[config.mk]
export PLATFORM = sky130hd
export DESIGN_NAME = eam_core
export DESIGN_NICKNAME = d
export VERILOG_FILES = /design/src/hw/eam_pkg.sv /design/src/hw/eam_core.sv
export SDC_FILE = /design/constraint.sdc
export NUM_CORES = 2
export LEC_CHECK = 0
export ABC_AREA = 1
export BUFFER_PORTS_ARGS = -buffer_cell sky130_fd_sc_hd__buf_2
export CAP_MARGIN = 40
export CORE_MARGIN = 5
export CORE_UTILIZATION = 51
export CTS_CLUSTER_SIZE = 28
export DETAILED_ROUTE_END_ITERATION = 8
export PLACE_DENSITY = 0.74
export SYNTH_ARGS = -nofsm -noshare
export SYNTH_HDL_FRONTEND = slang
export SYNTH_SLANG_ARGS = --single-unit
[constraint.sdc]
create_clock -name CORE_CLK -period 16.98 [get_ports CORE_CLK]
set_input_delay 3.396 -clock CORE_CLK [delete_from_list [all_inputs] [get_ports CORE_CLK]]
set_output_delay 3.396 -clock CORE_CLK [all_outputs]
set_load 0.02 [all_outputs]
[src/hw/eam_pkg.sv]
// energy accumulation mode and no-load package: register map, fields, codes
// assumes one core clock domain and a plain address/strobe register port
package eam_pkg;

  // ==========================================================================
  // widths
  localparam int PWR_W  = 24;
  localparam int ADDR_W = 4;
  localparam int DATA_W = 32;
  localparam int THR_W  = 16;
  localparam int NPH    = 3;

  // ==========================================================================
  // register offsets (word index on the register port)
  localparam logic [ADDR_W-1:0] ADR_ACC_CFG = 4'h0;
  localparam logic [ADDR_W-1:0] ADR_STAT0   = 4'h1;
  localparam logic [ADDR_W-1:0] ADR_FIRST_INTERRUPT_MASK   = 4'h2;
  localparam logic [ADDR_W-1:0] ADR_SIGN    = 4'h3;
  localparam logic [ADDR_W-1:0] ADR_STAT1   = 4'h4;
  localparam logic [ADDR_W-1:0] ADR_SECOND_INTERRUPT_MASK   = 4'h5;
  localparam logic [ADDR_W-1:0] ADR_NLPH    = 4'h6;
  localparam logic [ADDR_W-1:0] ADR_APNL    = 4'h7;
  localparam logic [ADDR_W-1:0] ADR_VANL    = 4'h8;

  // ==========================================================================
  // field positions
  localparam int ACT_MODE_LSB   = 0;
  localparam int REACT_MODE_LSB = 2;
  localparam int REV_POS  [NPH] = '{9, 13, 18};
  localparam int SIGN_POS [NPH] = '{3, 7, 8};
  localparam int NL_FLAG_BIT    = 0;
  localparam int NL_PHASE_LSB   = 0;

  // ==========================================================================
  // accumulation mode codes
  localparam logic [1:0] ACT_SIGNED     = 2'h0;
  localparam logic [1:0] ACT_POS_ONLY   = 2'h1;
  localparam logic [1:0] ACT_RSVD       = 2'h2;
  localparam logic [1:0] ACT_ABS        = 2'h3;
  localparam logic [1:0] REACT_SIGNED   = 2'h0;
  localparam logic [1:0] REACT_RSVD     = 2'h1;
  localparam logic [1:0] REACT_SIGN_ADJ = 2'h2;
  localparam logic [1:0] REACT_ABS      = 2'h3;

  // ==========================================================================
  // reset values and counts
  localparam logic [1:0]       MODE_RST = 2'h0;
  localparam logic [NPH-1:0]   MASK_RST = 3'h0;
  localparam logic [THR_W-1:0] THR_RST  = 16'h0000;
  localparam logic [THR_W-1:0] CNT_MAX  = 16'hFFFF;

endpackage

[src/hw/eam_core.sv]
// energy accumulation policy, sum-sign reversal and total/apparent no-load
// assumes power samples, stage events and pulse edges come from core-clock logic
`timescale 1ns/10ps

module eam_core
  import eam_pkg::*;
(
  input  wire  logic                                         CORE_CLK,
  input  wire  logic                                         ARST_N,
  input  wire  logic [eam_pkg::ADDR_W-1:0]                   ADDR,
  input  wire  logic [eam_pkg::DATA_W-1:0]                   WR_DATA,
  input  wire  logic                                         WR_STB,
  input  wire  logic                                         RD_STB,
  output logic       [eam_pkg::DATA_W-1:0]                   RD_DATA,
  input  wire  logic                                         SAMPLE_VALID,
  input  wire  logic [eam_pkg::NPH-1:0][eam_pkg::PWR_W-1:0]  TOT_ACT_PWR,
  input  wire  logic [eam_pkg::NPH-1:0][eam_pkg::PWR_W-1:0]  FUND_ACT_PWR,
  input  wire  logic [eam_pkg::NPH-1:0][eam_pkg::PWR_W-1:0]  FUND_REACT_PWR,
  input  wire  logic [eam_pkg::NPH-1:0]                      FUND_NOLOAD,
  input  wire  logic [eam_pkg::NPH-1:0]                      ACT_LSB,
  input  wire  logic [eam_pkg::NPH-1:0]                      VA_LSB,
  input  wire  logic [eam_pkg::NPH-1:0]                      STAGE_EVT,
  input  wire  logic [eam_pkg::NPH-1:0]                      STAGE_SUM_NEG,
  input  wire  logic [eam_pkg::NPH-1:0]                      CF_FALL,
  output logic                                               ACC_VALID,
  output logic       [eam_pkg::NPH-1:0][eam_pkg::PWR_W-1:0]  WH_INC,
  output logic       [eam_pkg::NPH-1:0][eam_pkg::PWR_W-1:0]  FWH_INC,
  output logic       [eam_pkg::NPH-1:0][eam_pkg::PWR_W-1:0]  FVARH_INC,
  output logic       [eam_pkg::NPH-1:0][eam_pkg::PWR_W-1:0]  CF_TACT,
  output logic       [eam_pkg::NPH-1:0][eam_pkg::PWR_W-1:0]  CF_FACT,
  output logic       [eam_pkg::NPH-1:0][eam_pkg::PWR_W-1:0]  CF_FVAR,
  output logic       [eam_pkg::NPH-1:0]                      NOLOAD_PH,
  output logic                                               FIRST_INTERRUPT_PIN_N_N,
  output logic                                               SECOND_INTERRUPT_PIN_N_N
);
  import eam_pkg::*;

  // ==========================================================================
  // state
  typedef struct packed {
    logic [1:0]                 act_mode;
    logic [1:0]                 react_mode;
    logic [NPH-1:0]             rev;
    logic [NPH-1:0]             sign;
    logic [NPH-1:0]             pend;
    logic [NPH-1:0]             pend_sign;
    logic [NPH-1:0]             last_sign;
    logic [NPH-1:0]             first_interrupt_mask;
    logic                       second_interrupt_mask;
    logic                       nl_flag;
    logic [NPH-1:0]             nl;
    logic [THR_W-1:0]           ap_thr;
    logic [THR_W-1:0]           va_thr;
    logic [NPH-1:0][THR_W-1:0]  act_cnt;
    logic [NPH-1:0][THR_W-1:0]  va_cnt;
    logic                       acc_valid;
    logic [NPH-1:0][PWR_W-1:0]  wh;
    logic [NPH-1:0][PWR_W-1:0]  fwh;
    logic [NPH-1:0][PWR_W-1:0]  fvarh;
    logic [NPH-1:0][PWR_W-1:0]  cf_tact;
    logic [NPH-1:0][PWR_W-1:0]  cf_fact;
    logic [NPH-1:0][PWR_W-1:0]  cf_fvar;
    logic [DATA_W-1:0]          rd_data;
    logic                       first_interrupt_pin_n_n;
    logic                       second_interrupt_pin_n_n;
  } eam_state_t;

  eam_state_t st;
  eam_state_t next_st;
  logic       rst_meta;
  logic       rst_n;

  // ==========================================================================
  // helpers
  function automatic logic [PWR_W-1:0] negate(input logic [PWR_W-1:0] v);
    negate = PWR_W'(~v + 1'b1);
  endfunction

  function automatic logic [PWR_W-1:0] mag(input logic [PWR_W-1:0] v);
    mag = v[PWR_W-1] ? negate(v) : v;
  endfunction

  // active feed; to_reg selects the watt-hour path, else the pulse path
  function automatic logic [PWR_W-1:0] act_feed(input logic [1:0] mode, input logic [PWR_W-1:0] v,
                                                input logic to_reg);
    case (mode)
      ACT_POS_ONLY: act_feed = (to_reg && v[PWR_W-1]) ? '0 : v;
      ACT_ABS:      act_feed = mag(v);
      default:      act_feed = v;
    endcase
  endfunction

  function automatic logic [PWR_W-1:0] react_feed(input logic [1:0] mode, input logic [PWR_W-1:0] v,
                                                  input logic act_neg, input logic to_reg);
    case (mode)
      REACT_SIGN_ADJ: react_feed = act_neg ? negate(v) : v;
      REACT_ABS:      react_feed = to_reg ? mag(v) : v;
      default:        react_feed = v;
    endcase
  endfunction

  // ==========================================================================
  // reset release; assertion is immediate, release waits two clocks
  always_ff @(posedge CORE_CLK or negedge ARST_N) begin
    if (!ARST_N) begin
      rst_meta <= 1'b0;
      rst_n    <= 1'b0;
    end else begin
      rst_meta <= 1'b1;
      rst_n    <= rst_meta;
    end
  end

  // ==========================================================================
  // next state
  always_comb begin
    logic           wr_stat0;
    logic           wr_stat1;
    logic           ap_en;
    logic           va_en;
    logic           a_idle;
    logic           v_idle;
    logic           fa_neg;
    logic [NPH-1:0] nl_new;
    wr_stat0 = 1'b0;
    wr_stat1 = 1'b0;
    ap_en    = 1'b0;
    va_en    = 1'b0;
    a_idle   = 1'b0;
    v_idle   = 1'b0;
    fa_neg   = 1'b0;
    nl_new   = '0;
    next_st  = st;

    // register writes
    if (WR_STB) begin
      if (ADDR == ADR_ACC_CFG) begin
        next_st.act_mode   = WR_DATA[ACT_MODE_LSB +: 2];
        next_st.react_mode = WR_DATA[REACT_MODE_LSB +: 2];
      end else if (ADDR == ADR_STAT0) begin
        wr_stat0 = 1'b1;
      end else if (ADDR == ADR_FIRST_INTERRUPT_MASK) begin
        for (int i = 0; i < NPH; i++) begin
          next_st.first_interrupt_mask[i] = WR_DATA[REV_POS[i]];
        end
      end else if (ADDR == ADR_STAT1) begin
        wr_stat1 = 1'b1;
      end else if (ADDR == ADR_SECOND_INTERRUPT_MASK) begin
        next_st.second_interrupt_mask = WR_DATA[NL_FLAG_BIT];
      end else if (ADDR == ADR_APNL) begin
        next_st.ap_thr = WR_DATA[THR_W-1:0];
      end else if (ADDR == ADR_VANL) begin
        next_st.va_thr = WR_DATA[THR_W-1:0];
      end
    end

    // write-1 clear first, so an event in the same cycle sets it again
    for (int i = 0; i < NPH; i++) begin
      if (wr_stat0 && WR_DATA[REV_POS[i]]) begin
        next_st.rev[i] = 1'b0;
      end
    end
    if (wr_stat1 && WR_DATA[NL_FLAG_BIT]) begin
      next_st.nl_flag = 1'b0;
    end

    // sum sign tracking per pulse path
    for (int i = 0; i < NPH; i++) begin
      // the converter edge is taken whether or not its pin is enabled
      if (CF_FALL[i] && st.pend[i]) begin
        next_st.rev[i]  = 1'b1;
        next_st.sign[i] = st.pend_sign[i];
        next_st.pend[i] = 1'b0;
      end
      if (STAGE_EVT[i] && (STAGE_SUM_NEG[i] != st.last_sign[i])) begin
        next_st.pend[i]      = 1'b1;
        next_st.pend_sign[i] = STAGE_SUM_NEG[i];
      end
      if (STAGE_EVT[i]) begin
        next_st.last_sign[i] = STAGE_SUM_NEG[i];
      end
    end

    // no-load idle timers and decision
    ap_en = (st.ap_thr != '0);
    va_en = (st.va_thr != '0);
    for (int p = 0; p < NPH; p++) begin
      if (ACT_LSB[p]) begin
        next_st.act_cnt[p] = '0;
      end else if (SAMPLE_VALID && (st.act_cnt[p] != CNT_MAX)) begin
        next_st.act_cnt[p] = st.act_cnt[p] + 1'b1;
      end
      if (VA_LSB[p]) begin
        next_st.va_cnt[p] = '0;
      end else if (SAMPLE_VALID && (st.va_cnt[p] != CNT_MAX)) begin
        next_st.va_cnt[p] = st.va_cnt[p] + 1'b1;
      end
      a_idle    = (st.act_cnt[p] >= st.ap_thr);
      v_idle    = (st.va_cnt[p] >= st.va_thr);
      // a zero threshold drops its term; both zero turns detection off
      nl_new[p] = (ap_en || va_en) && (!ap_en || a_idle) && (!va_en || v_idle);
    end
    next_st.nl = nl_new;
    if (nl_new != st.nl) begin
      next_st.nl_flag = 1'b1;
    end

    // accumulation feeds, refreshed per sample
    next_st.acc_valid = SAMPLE_VALID;
    if (SAMPLE_VALID) begin
      for (int p = 0; p < NPH; p++) begin
        next_st.fwh[p]     = act_feed(st.act_mode, FUND_ACT_PWR[p], 1'b1);
        next_st.cf_fact[p] = act_feed(st.act_mode, FUND_ACT_PWR[p], 1'b0);
        if (st.nl[p]) begin
          next_st.wh[p]      = '0;
          next_st.cf_tact[p] = '0;
        end else begin
          next_st.wh[p]      = act_feed(st.act_mode, TOT_ACT_PWR[p], 1'b1);
          next_st.cf_tact[p] = act_feed(st.act_mode, TOT_ACT_PWR[p], 1'b0);
        end
        // fundamental active below its own no-load level counts as zero
        fa_neg = FUND_ACT_PWR[p][PWR_W-1] && !FUND_NOLOAD[p];
        next_st.fvarh[p]   = react_feed(st.react_mode, FUND_REACT_PWR[p], fa_neg, 1'b1);
        next_st.cf_fvar[p] = react_feed(st.react_mode, FUND_REACT_PWR[p], fa_neg, 1'b0);
      end
    end

    // read data stands one cycle only
    next_st.rd_data = '0;
    if (RD_STB) begin
      if (ADDR == ADR_ACC_CFG) begin
        next_st.rd_data[ACT_MODE_LSB +: 2]   = st.act_mode;
        next_st.rd_data[REACT_MODE_LSB +: 2] = st.react_mode;
      end else if (ADDR == ADR_STAT0) begin
        for (int i = 0; i < NPH; i++) begin
          next_st.rd_data[REV_POS[i]] = st.rev[i];
        end
      end else if (ADDR == ADR_FIRST_INTERRUPT_MASK) begin
        for (int i = 0; i < NPH; i++) begin
          next_st.rd_data[REV_POS[i]] = st.first_interrupt_mask[i];
        end
      end else if (ADDR == ADR_SIGN) begin
        for (int i = 0; i < NPH; i++) begin
          next_st.rd_data[SIGN_POS[i]] = st.sign[i];
        end
      end else if (ADDR == ADR_STAT1) begin
        next_st.rd_data[NL_FLAG_BIT] = st.nl_flag;
      end else if (ADDR == ADR_SECOND_INTERRUPT_MASK) begin
        next_st.rd_data[NL_FLAG_BIT] = st.second_interrupt_mask;
      end else if (ADDR == ADR_NLPH) begin
        next_st.rd_data[NL_PHASE_LSB +: NPH] = st.nl;
      end else if (ADDR == ADR_APNL) begin
        next_st.rd_data[THR_W-1:0] = st.ap_thr;
      end else if (ADDR == ADR_VANL) begin
        next_st.rd_data[THR_W-1:0] = st.va_thr;
      end
    end

    // pins follow the flags they gate, low while any enabled flag stays set
    next_st.first_interrupt_pin_n_n = ~|(next_st.rev & next_st.first_interrupt_mask);
    next_st.second_interrupt_pin_n_n = ~(next_st.nl_flag & next_st.second_interrupt_mask);
  end

  // ==========================================================================
  // state register
  always_ff @(posedge CORE_CLK or negedge rst_n) begin
    if (!rst_n) begin
      st            <= '0;
      st.act_mode   <= MODE_RST;
      st.react_mode <= MODE_RST;
      st.first_interrupt_mask      <= MASK_RST;
      st.ap_thr     <= THR_RST;
      st.va_thr     <= THR_RST;
      st.first_interrupt_pin_n_n     <= 1'b1;
      st.second_interrupt_pin_n_n     <= 1'b1;
    end else begin
      st <= next_st;
    end
  end

  // ==========================================================================
  // outputs
  assign RD_DATA   = st.rd_data;
  assign ACC_VALID = st.acc_valid;
  assign WH_INC    = st.wh;
  assign FWH_INC   = st.fwh;
  assign FVARH_INC = st.fvarh;
  assign CF_TACT   = st.cf_tact;
  assign CF_FACT   = st.cf_fact;
  assign CF_FVAR   = st.cf_fvar;
  assign NOLOAD_PH = st.nl;
  assign FIRST_INTERRUPT_PIN_N_N    = st.first_interrupt_pin_n_n;
  assign SECOND_INTERRUPT_PIN_N_N    = st.second_interrupt_pin_n_n;
endmodule

==> flow_metrics.py <==
metrics = {
    "clock_tree": {
        "clk_latency_ps": 610,
        "clk_pin_slew_ps": 60,
        "cts_made_buffers": 73,
        "cts_hold_buffers": 0,
        "clockRootBuffer": "clkbuf_16",
        "htreeDepth": 3,
        "clockBufferDepth": 3,
        "post_cts_buffers": 0,
        "post_cts_resized": 0,
        "clkSinkCount": 609,
        "cts_tree": "built",
    },
    "detailed_routing": {
        "routed_wl_mm": 132,
        "vias": 36300,
        "via_per_inst": 5.58,
        "ant_nets": 0,
        "drcViolationCount": 0,
        "drt_first_pass_iters": 6,
        "detail_route.wl_per_cell_um": 20.4,
        "drtIter0Drc": 3005,
    },
    "timing": {
        "timing.final.hold_violations": 0,
        "relSlewSlack_pct": 31.3,
        "slew_violations": 0,
        "worstMarginPinSlew_ps": 1030,
        "final.period_utilization_pct": 31.3,
        "fin_crit_ps": 5310,
        "tns_ps": 0,
        "final.setup_skew_ps": 25.2,
        "hold-worst-slack_ps": 182,
        "fmax_mhz": 188,
        "setup_viol": 0,
        "rsz0062_at_grt": "no",
    },
    "synthesis": {
        "yosysTopAreaCell": "dfrtp_1",
        "synth.avg_cell_area_um2": 7.54,
        "synth.distinct_cells": 69,
        "seq_area_frac_synth_pct": 38.9,
        "ys_ff_latch": 609,
        "synth_edf_count": 0,
        "yosysWarnings": 0,
        "async_flop_share_pct": 100,
        "syn_inst": 5197,
        "netlist.area_leader.share_pct": 38.8,
        "synthFlopType": "dfrtp_1",
        "yosys-top-cells-area": "dfrtp_1 39%, nand2_1 9.5%, buf_4 9.0%",
        "syn-cell-area_mm2": 0.0392,
    },
    "power": {
        "sw_frac_of_total_pct": 35.4,
        "ir_drop_v": 0.0000755,
        "netSwitchingPower_mw": 1.64,
        "fin_total_pwr_mw": 4.62,
        "pwr-share-clk_pct": 35.5,
        "p_int_mw": 2.98,
        "p_seq_share_pct": 38.2,
        "leakage_nw": 20.8,
        "pwr-share-comb_pct": 26.3,
        "powerDensity_mw_per_mm2": 108,
    },
    "cells_and_area": {
        "multi_input_area_mm2": 0.0179,
        "fillers": 7230,
        "nets": 5774,
        "regArea_mm2": 0.0152,
        "area_delta_synth_final_pct": 9.22,
        "stdcell_area_mm2": 0.0428,
        "drive_gt1_share_pct": 20.1,
    },
    "global_routing": {
        "grt_pass1_wl_mm": 202,
        "grt_util_met1_pct": 39.4,
        "grt_pass1_vias": 34400,
        "grt_use_met3_pct": 6.81,
        "grt_max_degree": 172,
        "track_usage_pct": 30.9,
        "grtUsageMet2_pct": 49.5,
        "antenna_found_initial": 31,
        "grt_overflow": 0,
        "busiest_layer": "met2",
    },
    "setup_path": {
        "crit_start": "SAMPLE_VALID",
        "crit_slowest_cell": "buf_4",
        "path_depth": 8,
        "worstSetupPathType": "in -> reg",
        "cp_max_fo": 85,
        "reg2reg_from": "st[621]$_DFFE_PN0P_",
        "required_ps": 17490,
        "r2r-end": "CF_FACT[47]$_DFFE_PN0P_",
        "crit_path_end": "FVARH_INC[65]$_DFFE_PN0P_",
        "critPathArrivalTime_ps": 5820,
        "r2r_slack_ps": 13370,
        "cp_cell_sequence": "buf_8 -> inv_8 -> buf_4 -> buf_4 -> buf_12 -> a21oi_1 -> nand2_1 -> nand2_1",
        "crit_buf_inv": 5,
        "max_stage_delay_ps": 530,
        "end_kind": "flop",
        "crit_family": "buffers and inverters",
        "rr_worst_depth": 6,
        "startpoint_type": "primary input",
    },
    "die": {
        "io_pins": 745,
        "die_height_um": 287,
        "num_rows": 101,
        "dieArea_mm2": 0.0825,
        "initial_utilization_pct": 51.5,
        "core_mm2": 0.0761,
        "die_w_um": 287,
    },
    "placed_design": {
        "dp_hpwl_mm": 100,
        "portBuffers": 714,
        "place_area_mm2": 0.0402,
        "gp_routability_congestion": 0.977,
    },
    "flow_run": {
        "maxCapViolations": 0,
    },
    "run_status": {
        "run_status": "finished, final reports clean",
    },
    "min_path": {
        "hp-class": "reg -> async",
    },
}
-- cell families (layout without fill, tap and decap cells) --
| kind of cell | Yosys count | in the layout | synth area share (%) |
|---|---|---|---|
| DFF | 609 | 609 | 38.9 |
| AOI/OAI and AO/OA | 1171 | 1171 | 16.4 |
| muxes | 3 | 3 | 0.0862 |
| adders and majority gates | 114 | 114 | 3.64 |
| and+or+nand+nor | 2107 | 2107 | 24.0 |
| other | 2 | 45 | 0.0192 |
| xor gates and xnor gates | 64 | 64 | 1.43 |
| buffers and inverters | 1127 | 1357 | 15.6 |
-- area by class of cell --
| class | count | share of cell area (%) |
|---|---|---|
| Multi-Input combinational cell | 3475 | 41.8 |
| Antenna cell | 29 | 0.170 |
| Timing Repair Buffer | 751 | 9.33 |
| Clock inverter | 31 | 0.903 |
| Inverter | 475 | 4.19 |
| Clock buffer | 100 | 4.93 |
| Sequential cell | 609 | 35.6 |
| Tap cell | 1030 | 3.01 |
-- layer usage --
metal | vias up | share of wire, %
li1 | 17100 | -
met1 | 17200 | 40
met2 | 1588 | 46
met3 | 332 | 8.8
met4 | 14 | 5.2
met5 | - | 0.055
-- worst min-delay path by stage --
stage	endpoint	slack, ps	depth (start not counted)
after floorplan	rst_n$_DFF_PN0_	330	0
after global placement	rst_n$_DFF_PN0_	340	0
after detailed placement	CF_FVAR[7]$_DFFE_PN0P_	180	0
after CTS	CF_FVAR[7]$_DFFE_PN0P_	180	0
after global routing	CF_FVAR[7]$_DFFE_PN0P_	200	0
final	CF_FVAR[7]$_DFFE_PN0P_	180	0
-- placed cells by master (no fill, tap or decap), types with 21 or more instances in the layout --
cell       instances
buf_4             27
nand2_2           23
nand3_1          218
nand3_2           21
inv_2             48
dfrtp_1          606
nand4_1           54
nor3_1            99
clkbuf_16         76
ha_1             114
a21oi_1          593
xor2_1            55
o21ai_1          100
o21ai_0          289
diode_2           29
nand2_1          990
nor2_4            21
buf_2            713
nor2_2            44
o211ai_1          26
nor2_1           547
inv_1            418
nor3_2            24
-- cells in the mapped netlist (6+ instances only) --
cell type	number
nand2_1	990
dfrtp_1	607
a21oi_1	593
nor2_1	550
buf_4	471
inv_1	418
o21ai_0	289
nand3_1	218
ha_1	114
o21ai_1	100
nor3_1	99
clkbuf_1	89
buf_2	57
xor2_1	55
nand4_1	54
inv_2	50
nor2_2	41
buf_1	28
o211ai_1	26
nor3_2	24
nand2_2	23
nand3_2	21
nor2_4	21
o22a_1	20
a31oi_1	18
o21bai_1	18
o22ai_1	18
nor4_1	16
o31ai_1	15
a32o_1	14
a22o_1	12
nand3b_1	12
a221oi_1	9
xnor2_1	9
o21a_1	8
nor3_4	7
a211oi_1	6
a21o_1	6
clkinv_1	6
-- state kept, by name, summed over array words and instances (netlist names) --
| signal | flops |
|---|---|
| CF_TACT | 72 |
| CF_FVAR | 72 |
| ACC_VALID | 1 |
| RD_DATA | 17 |
| FVARH_INC | 72 |
| CF_FACT | 72 |
| rst_n | 1 |
| NOLOAD_PH | 3 |
| WH_INC | 72 |
| rst_meta | 1 |
| FIRST_INTERRUPT_PIN_N_N | 1 |
| FWH_INC | 72 |
| SECOND_INTERRUPT_PIN_N_N | 1 |
| st | 152 |
-- power by group through the flow --
stage / combinational, mW / clock [mW] / sequential [mW]
global route: 1.32 / 1.73 / 1.78
global placement: 1.18 / 0 / 1.78
finish: 1.22 / 1.64 / 1.76
detailed placement: 1.21 / 0 / 1.78
floorplan: 0.951 / 0 / 1.76
CTS: 1.21 / 1.66 / 1.76
-- metrics by stage --
| stage | setup slack [ps] | instances | utilization [%] |
|---|---|---|---|
| floorplan | 7080 | 5211 | - |
| global placement | 10790 | 6331 | 52.6 |
| detailed placement | 11020 | 6340 | 52.9 |
| CTS | 11690 | 6471 | 56.2 |
| global route | 11500 | 6493 | 56.2 |
| finish | 11670 | 6500 | 56.3 |
Note: power is estimated with default switching activity, not from simulation.
